==> config.mk <==
export PLATFORM = sky130hd
export DESIGN_NAME = dac_write_decoder
export DESIGN_NICKNAME = d
export VERILOG_FILES = /design/src/logic/dac_cmd_pkg.sv /design/src/logic/chan_bank_if.sv /design/src/logic/chan_bank.sv /design/src/logic/dac_write_decoder.sv
export SDC_FILE = /design/constraint.sdc
export NUM_CORES = 1
export LEC_CHECK = 0
export ABC_AREA = 0
export ABC_CLOCK_PERIOD_IN_PS = 11490
export BUFFER_PORTS_ARGS = -buffer_cell sky130_fd_sc_hd__buf_2
export CORE_MARGIN = 3
export CORE_UTILIZATION = 59
export DETAILED_ROUTE_END_ITERATION = 10
export PLACE_DENSITY = 0.83
export SKIP_CTS_REPAIR_TIMING = 1
export SYNTH_ARGS = -nofsm -noshare
export SYNTH_HDL_FRONTEND = slang
export SYNTH_HIERARCHICAL = 1
export SYNTH_SLANG_ARGS = --single-unit
==> constraint.sdc <==
create_clock -name core_clk -period 11.49 [get_ports core_clk]
set_input_delay 0.5745 -clock core_clk [delete_from_list [all_inputs] [get_ports core_clk]]
set_output_delay 0.5745 -clock core_clk [all_outputs]
set_load 0.005 [all_outputs]
==> src/logic/dac_cmd_pkg.sv <==
package dac_cmd_pkg;

  localparam int          NUM_CH         = 8;
  localparam int          CODE_W         = 12;

  // target address forms
  localparam logic [3:0]  ADDR_PREFIX    = 4'h9;
  localparam logic [7:0]  BCAST_WR_BYTE  = 8'h8e;

  // command field codes
  localparam logic [3:0]  CMD_WR_LATCH   = 4'h0;
  localparam logic [3:0]  CMD_UPD_SEL    = 4'h1;
  localparam logic [3:0]  CMD_WR_UPD_ALL = 4'h2;
  localparam logic [3:0]  CMD_WR_UPD     = 4'h3;
  localparam logic [3:0]  CMD_POWER      = 4'h4;
  localparam logic [3:0]  CMD_CLEAR      = 4'h5;
  localparam logic [3:0]  CMD_LOAD_MASK  = 4'h6;
  localparam logic [3:0]  CMD_SOFT_RST   = 4'h7;
  localparam logic [3:0]  CMD_REF_STATIC = 4'h8;
  localparam logic [3:0]  CMD_REF_FLEX   = 4'h9;
  localparam logic [3:0]  ACC_ALL        = 4'hf;

  // field positions in the 16-bit data word
  localparam int          VAL_LSB        = 4;
  localparam int          PD_MODE_LSB    = 13;
  localparam int          PD_MASK_MSB    = 12;
  localparam int          CLR_LSB        = 4;
  localparam int          LMASK_LSB      = 8;
  localparam int          RST_KIND_LSB   = 14;
  localparam int          REF_STATIC_BIT = 4;
  localparam int          REF_FLEX_LSB   = 12;

  // values after reset
  localparam logic [11:0] LATCH_RST      = 12'h000;
  localparam logic [1:0]  PD_MODE_RST    = 2'h0;
  localparam logic [1:0]  CLEAR_RST      = 2'h0;
  localparam logic [7:0]  LMASK_RST      = 8'h00;
  localparam logic        REF_STATIC_RST = 1'b0;
  localparam logic [2:0]  REF_FLEX_RST   = 3'h0;
  localparam logic [6:0]  SYNC_RST       = 7'h7f;

  // encodings
  localparam logic [1:0]  PD_ON          = 2'h0;
  localparam logic [1:0]  CLR_ZERO       = 2'h0;
  localparam logic [1:0]  CLR_MID        = 2'h1;
  localparam logic [1:0]  CLR_FULL       = 2'h2;
  localparam logic [11:0] CODE_ZERO      = 12'h000;
  localparam logic [11:0] CODE_MID       = 12'h800;
  localparam logic [11:0] CODE_FULL      = 12'hfff;
  localparam logic [1:0]  RST_POR        = 2'h0;
  localparam logic [1:0]  RST_HS_SET     = 2'h1;
  localparam logic [1:0]  RST_HS_KEEP    = 2'h2;
  localparam logic [2:0]  FLEX_FOLLOW    = 3'h4;
  localparam logic [2:0]  FLEX_ON        = 3'h5;
  localparam logic [2:0]  FLEX_OFF       = 3'h6;

  function automatic logic [7:0] chan_select(input logic [3:0] acc);
    logic [7:0] sel;
    sel = 8'h00;
    if (acc == ACC_ALL) begin
      sel = 8'hff;
    end else if (!acc[3]) begin
      sel[acc[2:0]] = 1'b1;
    end
    return sel;
  endfunction

endpackage

==> src/logic/chan_bank_if.sv <==
interface chan_bank_if;
  import dac_cmd_pkg::*;
  logic [7:0]  wr_en;
  logic [7:0]  upd_en;
  logic [11:0] wr_val;
  logic        clr_all;
  logic        hold_clear;
  logic [11:0] clear_val;
  logic [11:0] latch [NUM_CH];
  logic [11:0] dac   [NUM_CH];

  modport ctl (output wr_en, upd_en, wr_val, clr_all, hold_clear, clear_val,
               input  latch, dac);
  modport mem (input  wr_en, upd_en, wr_val, clr_all, hold_clear, clear_val,
               output latch, dac);
endinterface

==> src/logic/chan_bank.sv <==
module chan_bank
  import dac_cmd_pkg::*;
(
  input wire logic  core_clk,
  input wire logic  rst_sync_b,
  chan_bank_if.mem  bus
);

  for (genvar ch = 0; ch < NUM_CH; ch++) begin : g_ch
    always_ff @(posedge core_clk or negedge rst_sync_b) begin
      if (!rst_sync_b) begin
        bus.latch[ch] <= LATCH_RST;
      end else if (bus.clr_all) begin
        bus.latch[ch] <= LATCH_RST;
      end else if (bus.wr_en[ch]) begin
        bus.latch[ch] <= bus.wr_val;
      end
    end

    // a same-cycle write and update passes the new value straight through
    always_ff @(posedge core_clk or negedge rst_sync_b) begin
      if (!rst_sync_b) begin
        bus.dac[ch] <= LATCH_RST;
      end else if (bus.clr_all) begin
        bus.dac[ch] <= LATCH_RST;
      end else if (bus.hold_clear) begin
        bus.dac[ch] <= bus.clear_val;
      end else if (bus.upd_en[ch]) begin
        bus.dac[ch] <= bus.wr_en[ch] ? bus.wr_val : bus.latch[ch];
      end
    end
  end

endmodule

==> src/logic/dac_write_decoder.sv <==
module dac_write_decoder
  import dac_cmd_pkg::*;
(
  input  wire logic        core_clk,
  input  wire logic        rst_b,
  input  wire logic        scl_pin,
  input  wire logic        sda_in,
  output logic             sda_out,
  output logic             sda_oe,
  input  wire logic [2:0]  addr_pins,
  input  wire logic        load_strobe_pin,
  input  wire logic        clear_pin_b,
  output logic [95:0]      dac_code,
  output logic [15:0]      pd_mode,
  output logic             ref_on,
  output logic [1:0]       clear_target,
  output logic             hs_mode
);
  import dac_cmd_pkg::*;

  typedef enum logic [2:0] {ST_IDLE, ST_ADDR, ST_CA, ST_UPPER_DATA_BYTE, ST_LOWER_DATA_BYTE, ST_SKIP} link_st_e;
  logic             rst_meta_ff, rst_sync_b;
  logic [6:0]       sync1_ff, sync2_ff;
  logic [2:0]       prev_ff;
  link_st_e         st_ff;
  logic [3:0]       bit_cnt_ff;
  logic             in_ack_ff, pend_ff, exec_ff, sda_oe_ff, sda_out_ff;
  logic [7:0]       shift_ff, ca_ff, upper_data_byte_ff, lower_data_byte_ff, lmask_ff;
  logic [1:0]       pd_ff [NUM_CH];
  logic [1:0]       clear_ff;
  logic             ref_static_ff, hs_ff, ref_on_ff, nxt_ref_on;
  logic [2:0]       ref_flex_ff;
  logic             scl_s, sda_s, load_s, clear_s;
  logic [2:0]       addr_s;
  logic             scl_rise, scl_fall, start_c, stop_c, load_fall;
  logic             byte_done, ack_fall, addr_hit, ack_now;
  logic [15:0]      data_w;
  logic [3:0]       cmd;
  logic [7:0]       sel, chan_on;
  logic             soft_rst;

  chan_bank_if bank_bus ();

  chan_bank u_bank (
    .core_clk   (core_clk),
    .rst_sync_b (rst_sync_b),
    .bus        (bank_bus)
  );

  ////////////////////////////////////////////////////////////////////////////
  // reset release and pin synchronisers

  always_ff @(posedge core_clk or negedge rst_b) begin
    if (!rst_b) begin
      rst_meta_ff <= 1'b0;
      rst_sync_b  <= 1'b0;
    end else begin
      rst_meta_ff <= 1'b1;
      rst_sync_b  <= rst_meta_ff;
    end
  end

  // idle bus lines read high, so reset to ones avoids a false start
  always_ff @(posedge core_clk or negedge rst_sync_b) begin
    if (!rst_sync_b) begin
      sync1_ff <= SYNC_RST;
      sync2_ff <= SYNC_RST;
      prev_ff  <= SYNC_RST[2:0];
    end else begin
      sync1_ff <= {addr_pins, clear_pin_b, load_strobe_pin, sda_in, scl_pin};
      sync2_ff <= sync1_ff;
      prev_ff  <= sync2_ff[2:0];
    end
  end

  assign scl_s     = sync2_ff[0];
  assign sda_s     = sync2_ff[1];
  assign load_s    = sync2_ff[2];
  assign clear_s   = sync2_ff[3];
  assign addr_s    = sync2_ff[6:4];
  assign scl_rise  = scl_s & ~prev_ff[0];
  assign scl_fall  = ~scl_s & prev_ff[0];
  assign start_c   = scl_s & prev_ff[0] & ~sda_s & prev_ff[1];
  assign stop_c    = scl_s & prev_ff[0] & sda_s & ~prev_ff[1];
  assign load_fall = ~load_s & prev_ff[2];

  ////////////////////////////////////////////////////////////////////////////
  // byte engine
  assign byte_done = scl_fall && !in_ack_ff && bit_cnt_ff == 4'h8 && st_ff != ST_IDLE;
  assign ack_fall  = scl_fall && in_ack_ff;
  // reads to the own address are not served here, so they get no ack
  assign addr_hit  = (shift_ff == {ADDR_PREFIX, addr_s, 1'b0})
                  || (shift_ff == BCAST_WR_BYTE);

  always_comb begin
    case (st_ff)
      ST_ADDR:                  ack_now = addr_hit;
      ST_CA, ST_UPPER_DATA_BYTE, ST_LOWER_DATA_BYTE:  ack_now = 1'b1;
      default:                  ack_now = 1'b0;
    endcase
  end

  always_ff @(posedge core_clk or negedge rst_sync_b) begin
    if (!rst_sync_b) begin
      st_ff      <= ST_IDLE;
      bit_cnt_ff <= 4'h0;
      in_ack_ff  <= 1'b0;
    end else if (start_c) begin
      st_ff      <= ST_ADDR;
      bit_cnt_ff <= 4'h0;
      in_ack_ff  <= 1'b0;
    end else if (stop_c) begin
      st_ff      <= ST_IDLE;
      in_ack_ff  <= 1'b0;
    end else if (byte_done) begin
      in_ack_ff  <= 1'b1;
      bit_cnt_ff <= 4'h0;
      case (st_ff)
        ST_ADDR: st_ff <= addr_hit ? ST_CA : ST_SKIP;
        ST_CA:   st_ff <= ST_UPPER_DATA_BYTE;
        ST_UPPER_DATA_BYTE: st_ff <= ST_LOWER_DATA_BYTE;
        ST_LOWER_DATA_BYTE: st_ff <= ST_UPPER_DATA_BYTE;
        default: st_ff <= st_ff;
      endcase
    end else if (ack_fall) begin
      in_ack_ff <= 1'b0;
    end else if (scl_rise && !in_ack_ff && st_ff != ST_IDLE) begin
      bit_cnt_ff <= bit_cnt_ff + 4'h1;
    end
  end

  always_ff @(posedge core_clk or negedge rst_sync_b) begin
    if (!rst_sync_b) begin
      shift_ff <= 8'h00;
    end else if (scl_rise && !in_ack_ff) begin
      shift_ff <= {shift_ff[6:0], sda_s};
    end
  end

  always_ff @(posedge core_clk or negedge rst_sync_b) begin
    if (!rst_sync_b) begin
      ca_ff   <= 8'h00;
      upper_data_byte_ff <= 8'h00;
      lower_data_byte_ff <= 8'h00;
    end else if (byte_done) begin
      case (st_ff)
        ST_CA:   ca_ff   <= shift_ff;
        ST_UPPER_DATA_BYTE: upper_data_byte_ff <= shift_ff;
        ST_LOWER_DATA_BYTE: lower_data_byte_ff <= shift_ff;
        default: ca_ff   <= ca_ff;
      endcase
    end
  end

  // ack drive changes only while scl is low, never faking a start or stop
  always_ff @(posedge core_clk or negedge rst_sync_b) begin
    if (!rst_sync_b) begin
      sda_oe_ff  <= 1'b0;
      sda_out_ff <= 1'b0;
    end else if (start_c || stop_c || ack_fall) begin
      sda_oe_ff  <= 1'b0;
      sda_out_ff <= 1'b0;
    end else if (byte_done) begin
      sda_oe_ff  <= ack_now;
      sda_out_ff <= 1'b0;
    end
  end

  // a stop before the last ack ends drops the pending command
  always_ff @(posedge core_clk or negedge rst_sync_b) begin
    if (!rst_sync_b) begin
      pend_ff <= 1'b0;
      exec_ff <= 1'b0;
    end else begin
      exec_ff <= ack_fall && pend_ff;
      if (start_c || stop_c || ack_fall) begin
        pend_ff <= 1'b0;
      end else if (byte_done && st_ff == ST_LOWER_DATA_BYTE) begin
        pend_ff <= 1'b1;
      end
    end
  end

  ////////////////////////////////////////////////////////////////////////////
  // command execution

  assign data_w   = {upper_data_byte_ff, lower_data_byte_ff};
  assign cmd      = ca_ff[7:4];
  assign sel      = chan_select(ca_ff[3:0]);
  assign soft_rst = exec_ff && cmd == CMD_SOFT_RST
                 && data_w[RST_KIND_LSB +: 2] != 2'h3;

  always_comb begin
    bank_bus.wr_en      = 8'h00;
    bank_bus.upd_en     = 8'h00;
    bank_bus.wr_val     = data_w[VAL_LSB +: CODE_W];
    bank_bus.clr_all    = soft_rst;
    bank_bus.hold_clear = !clear_s && clear_ff != 2'h3;
    case (clear_ff)
      CLR_ZERO: bank_bus.clear_val = CODE_ZERO;
      CLR_MID:  bank_bus.clear_val = CODE_MID;
      CLR_FULL: bank_bus.clear_val = CODE_FULL;
      default:  bank_bus.clear_val = CODE_ZERO;
    endcase
    if (exec_ff) begin
      case (cmd)
        CMD_WR_LATCH: bank_bus.wr_en = sel;
        CMD_UPD_SEL:  bank_bus.upd_en = sel;
        CMD_WR_UPD: begin
          bank_bus.wr_en  = sel;
          bank_bus.upd_en = sel;
        end
        CMD_WR_UPD_ALL: begin
          bank_bus.wr_en  = sel;
          bank_bus.upd_en = (sel != 8'h00) ? 8'hff : 8'h00;
        end
        default: bank_bus.wr_en = 8'h00;
      endcase
    end
    if (load_fall) begin
      bank_bus.upd_en = bank_bus.upd_en | ~lmask_ff;
    end
  end

  for (genvar ch = 0; ch < NUM_CH; ch++) begin : g_pd
    always_ff @(posedge core_clk or negedge rst_sync_b) begin
      if (!rst_sync_b) begin
        pd_ff[ch] <= PD_MODE_RST;
      end else if (soft_rst) begin
        pd_ff[ch] <= PD_MODE_RST;
      end else if (exec_ff && cmd == CMD_POWER && data_w[PD_MASK_MSB - ch]) begin
        pd_ff[ch] <= data_w[PD_MODE_LSB +: 2];
      end
    end
    assign chan_on[ch] = (pd_ff[ch] == PD_ON);
  end

  always_ff @(posedge core_clk or negedge rst_sync_b) begin
    if (!rst_sync_b) begin
      clear_ff      <= CLEAR_RST;
      lmask_ff      <= LMASK_RST;
      ref_static_ff <= REF_STATIC_RST;
      ref_flex_ff   <= REF_FLEX_RST;
    end else if (soft_rst) begin
      clear_ff      <= CLEAR_RST;
      lmask_ff      <= LMASK_RST;
      ref_static_ff <= REF_STATIC_RST;
      ref_flex_ff   <= REF_FLEX_RST;
    end else if (exec_ff) begin
      case (cmd)
        CMD_CLEAR:      clear_ff      <= data_w[CLR_LSB +: 2];
        CMD_LOAD_MASK:  lmask_ff      <= data_w[LMASK_LSB +: 8];
        CMD_REF_STATIC: ref_static_ff <= data_w[REF_STATIC_BIT];
        CMD_REF_FLEX:   ref_flex_ff   <= data_w[REF_FLEX_LSB +: 3];
        default:        clear_ff      <= clear_ff;
      endcase
    end
  end

  always_ff @(posedge core_clk or negedge rst_sync_b) begin
    if (!rst_sync_b) begin
      hs_ff <= 1'b0;
    end else if (exec_ff && cmd == CMD_SOFT_RST && !data_w[RST_KIND_LSB + 1]) begin
      hs_ff <= data_w[RST_KIND_LSB];
    end
  end

  // 111 is not a listed code; the reference is held off for it
  always_comb begin
    if (!ref_flex_ff[2]) begin
      nxt_ref_on = ref_static_ff && (|chan_on);
    end else begin
      case (ref_flex_ff)
        FLEX_FOLLOW: nxt_ref_on = |chan_on;
        FLEX_ON:     nxt_ref_on = 1'b1;
        FLEX_OFF:    nxt_ref_on = 1'b0;
        default:     nxt_ref_on = 1'b0;
      endcase
    end
  end

  always_ff @(posedge core_clk or negedge rst_sync_b) begin
    if (!rst_sync_b) begin
      ref_on_ff <= 1'b0;
    end else begin
      ref_on_ff <= nxt_ref_on;
    end
  end

  ////////////////////////////////////////////////////////////////////////////
  // outputs
  assign sda_out      = sda_out_ff;
  assign sda_oe       = sda_oe_ff;
  assign ref_on       = ref_on_ff;
  assign clear_target = clear_ff;
  assign hs_mode      = hs_ff;
  for (genvar ch = 0; ch < NUM_CH; ch++) begin : g_out
    assign dac_code[ch*CODE_W +: CODE_W] = bank_bus.dac[ch];
    assign pd_mode[ch*2 +: 2]            = pd_ff[ch];
  end
endmodule

==> metrics.csv <==
metric;value;unit
first-pass GRT wire length;49160;µm
reg2reg start;ca_ff[7];
Netlist cell types;61;
Synth Register Bits;282;
Tightest Pin Transition;1.212;ns
GRT Total Usage;28.11;%
P_leak;6.541;nW
Synth area leaders;dfrtp_1, mux2i_1, o221ai_1, nand2b_1, nor2_1;
Worst VDD drop;0.0001191;V
crit end category;flip-flop;
cell count after synthesis;1043;
crit path launch type;flip-flop;
Tmin final;3.757;ns
Die Wd;149.8;µm
Final Hold Fails;0;
CTS tree;built;
# diodes;0;
syn_nets;1056;
drt pass-1 iters;5;
Tcrit/Tclk final;32.69;%
Worst-path clk slew;0.06;ns
Hold EP;sync1_ff[6];
Clock Skew;0.009404;ns
Setup CP Type;reg2reg;
Post-layout nets;1155;
hold path depth;1;
Sw Ratio;21.69;%
Pwr Total;0.002058;W
f_max;266.2;MHz
post-route ant nets;0;
Psw;0.0004465;W
Filler cells;1453;
WP data required;11.84;ns
Hold Crit Class;in2reg;
H-tree Lvls;1;
Async S/R FF share, synth;100.0;%
dpl cell area;12920;µm²
Slew HR;18.35;%
start point of the critical path;ca_ff[7];
setup ws final;7.733;ns
Reg2Reg Capture Point;u_bank/bus.dac[38];
hold_ws;0.1381;ns
Die H;149.8;µm
part of the power in registers;50.9;%
Main synth FF type;dfrtp_1;
Clock Path Buffers;3;
die area;22430;µm²
Num CTS Buffers;28;
Power Density;148.2;nW/µm²
Starting DRT DRC Count;849;
Root Buffer;clkbuf_16;
post-route cell area;13890;µm²
drt via density;6.242;
layout overhead on the synthesized area;13.90;%
Hold Crit Start;addr_pins[2];
critical path arrival;4.10;ns
Sink Count;282;
Comb pwr share;3.8;%
initial antenna violation count;0;
leading area contributor after synthesis;dfrtp_1;
worst reg2reg setup slack;7.73;ns
highest net fanout along the worst path;58;
remaining global-route overflow;0;
Reg area;7082;µm²
EDFF count, synth;0;
Place WS;7.844;ns
WL/cell;22.19;µm
total wire length;31660;µm
layout cells sized above 1;22.12;%
endpoints failing setup;0;
I/O pin count;127;
Initial Util;61.25;%
via count of the routed design;8907;
synthesis warning total;6;
row count;51;
RSZ-0062 raised after global routing;no;
run status;finished clean;
gpl congestion;0.8301;
largest net degree at the start of global routing;82;
final slew viol count;0;
Core ar.;19910;µm²
Syn Std Cell Area;12190;µm²
Max Cap Viol;0;
top cell type's share of synthesized area;54.38;%
setup TNS;0;ns
Synth Area per Inst;11.69;µm²
Post-route DRC;0;
sequential area share after synthesis;58.04;%
r2r worst-path depth;7;
vias in the first global route;8797;
P_int;0.001612;W
HPWL Detailed;19420;µm
number of port buffers;125;
Clock Power Share;45.3;%
area occupied by multi-input gates;4698;µm²
clk_lat worst skew;0.53;ns
[layer usage]
layer | GRT usage (%) | vias to the layer above | part of all wire (%)
met3 | 4.512 | 99 | 8.2
met4 | 11.89 | 0 | 4.5
met1 | 39.86 | 4448 | 41
met5 | 0 | - | 0
li1 | - | 3932 | -
met2 | 43.67 | 428 | 46
[layout by cell type (no fill, tap or decap), types with 3 or more instances in the layout]
cell       count
a21oi_1       17
a22o_1         5
a31oi_1        3
and3_1         6
buf_2        125
buf_4         20
clkbuf_1       6
clkbuf_16     29
clkbuf_8      10
clkinv_2       4
dfrtp_1      264
dfstp_2       17
ha_1           4
inv_1          7
mux2_2        28
mux2i_1      102
nand2_1       33
nand2b_1     100
nand3_1       23
nand3b_1      14
nand4_1        4
nor2_1       135
nor3_1         6
nor3b_1        3
o21ai_0       39
o221ai_1      87
o221ai_2      10
o22ai_1        5
or3b_1         7
xnor2_1        6
[synthesized netlist by cell type (3+ instances only)]
| cell type | count |
|---|---|
| a21oi_1 | 17 |
| a22o_1 | 5 |
| a31oi_1 | 3 |
| and3_1 | 6 |
| buf_1 | 3 |
| buf_2 | 46 |
| buf_4 | 3 |
| buf_6 | 4 |
| clkbuf_1 | 21 |
| dfrtp_1 | 265 |
| dfstp_2 | 17 |
| ha_1 | 4 |
| inv_1 | 7 |
| mux2_2 | 28 |
| mux2i_1 | 102 |
| nand2_1 | 33 |
| nand2b_1 | 100 |
| nand3_1 | 23 |
| nand3b_1 | 14 |
| nand4_1 | 4 |
| nor2_1 | 135 |
| nor3_1 | 6 |
| nor3b_1 | 3 |
| o21ai_0 | 39 |
| o221ai_1 | 87 |
| o221ai_2 | 10 |
| o22ai_1 | 5 |
| or3b_1 | 7 |
| xnor2_1 | 6 |
[how the worst max path moves through the flow]
stage,endpoint
floorplan,bit_cnt_ff[0]
global placement,u_bank/bus.dac[40]
detailed placement,u_bank/bus.dac[80]
CTS,u_bank/bus.dac[80]
global route,u_bank/bus.dac[38]
finish,u_bank/bus.dac[38]
[critical path, stage by stage (launching register included)]
cell      delay (ns)
dfrtp_1         0.42
nand4b_1        0.28
or2_1           0.30
a21o_1          0.32
clkinv_2        0.52
or2_2           0.78
buf_4           0.67
o221ai_1        0.22
[flip-flops by register name, indices dropped and copies added (netlist names)]
register / count
u_bank/bus.dac: 96
u_bank/bus.latch: 96
pd_mode: 16
ca_ff: 8
lmask_ff: 8
shift_ff: 8
upper_data_byte_ff: 8
sync1_ff: 7
sync2_ff: 7
bit_cnt_ff: 4
lower_data_byte_ff: 4
prev_ff: 3
ref_flex_ff: 3
st_ff: 3
clear_target: 2
exec_ff: 1
hs_mode: 1
in_ack_ff: 1
pend_ff: 1
ref_on: 1
ref_static_ff: 1
rst_meta_ff: 1
rst_sync_b: 1
sda_oe: 1
[kinds of logic after synthesis]
group	share of synthesized area, %
flip-flops	58.04
buffers and inverters	3.427
AND/OR/NAND/NOR	15.14
AO/OA/AOI/OAI	11.52
XOR/XNOR	0.4309
other	0.06159
adder cells (fa/ha/maj)	0.4104
multiplexers	10.96
[layout make-up]
type | count | area share, %
flip-flops and latches | 282 | 50.99
multi-input cells | 676 | 33.83
well taps | 265 | 2.387
inverters | 8 | 0.2252
clock inverters | 5 | 0.5405
clock buffers | 45 | 6.378
repair buffers | 146 | 5.657
[power by group through the flow]
| stage | logic [W] | registers (W) | clock network [W] |
|---|---|---|---|
| final | 0.0000780 | 0.00105 | 0.000933 |
| after global routing | 0.0000872 | 0.00105 | 0.000994 |
| after CTS | 0.0000784 | 0.00105 | 0.000944 |
| after detailed placement | 0.0000780 | 0.00107 | 0 |
| after global placement | 0.0000754 | 0.00106 | 0 |
| after floorplan | 0.0000528 | 0.00106 | 0 |
[through the flow]
stage,util (%),cells
finish,69.77,1427
global route,69.77,1427
CTS,69.71,1426
detailed placement,64.89,1376
global placement,64.89,1376
floorplan,-,1043
Power figures use the tool's default switching activity.
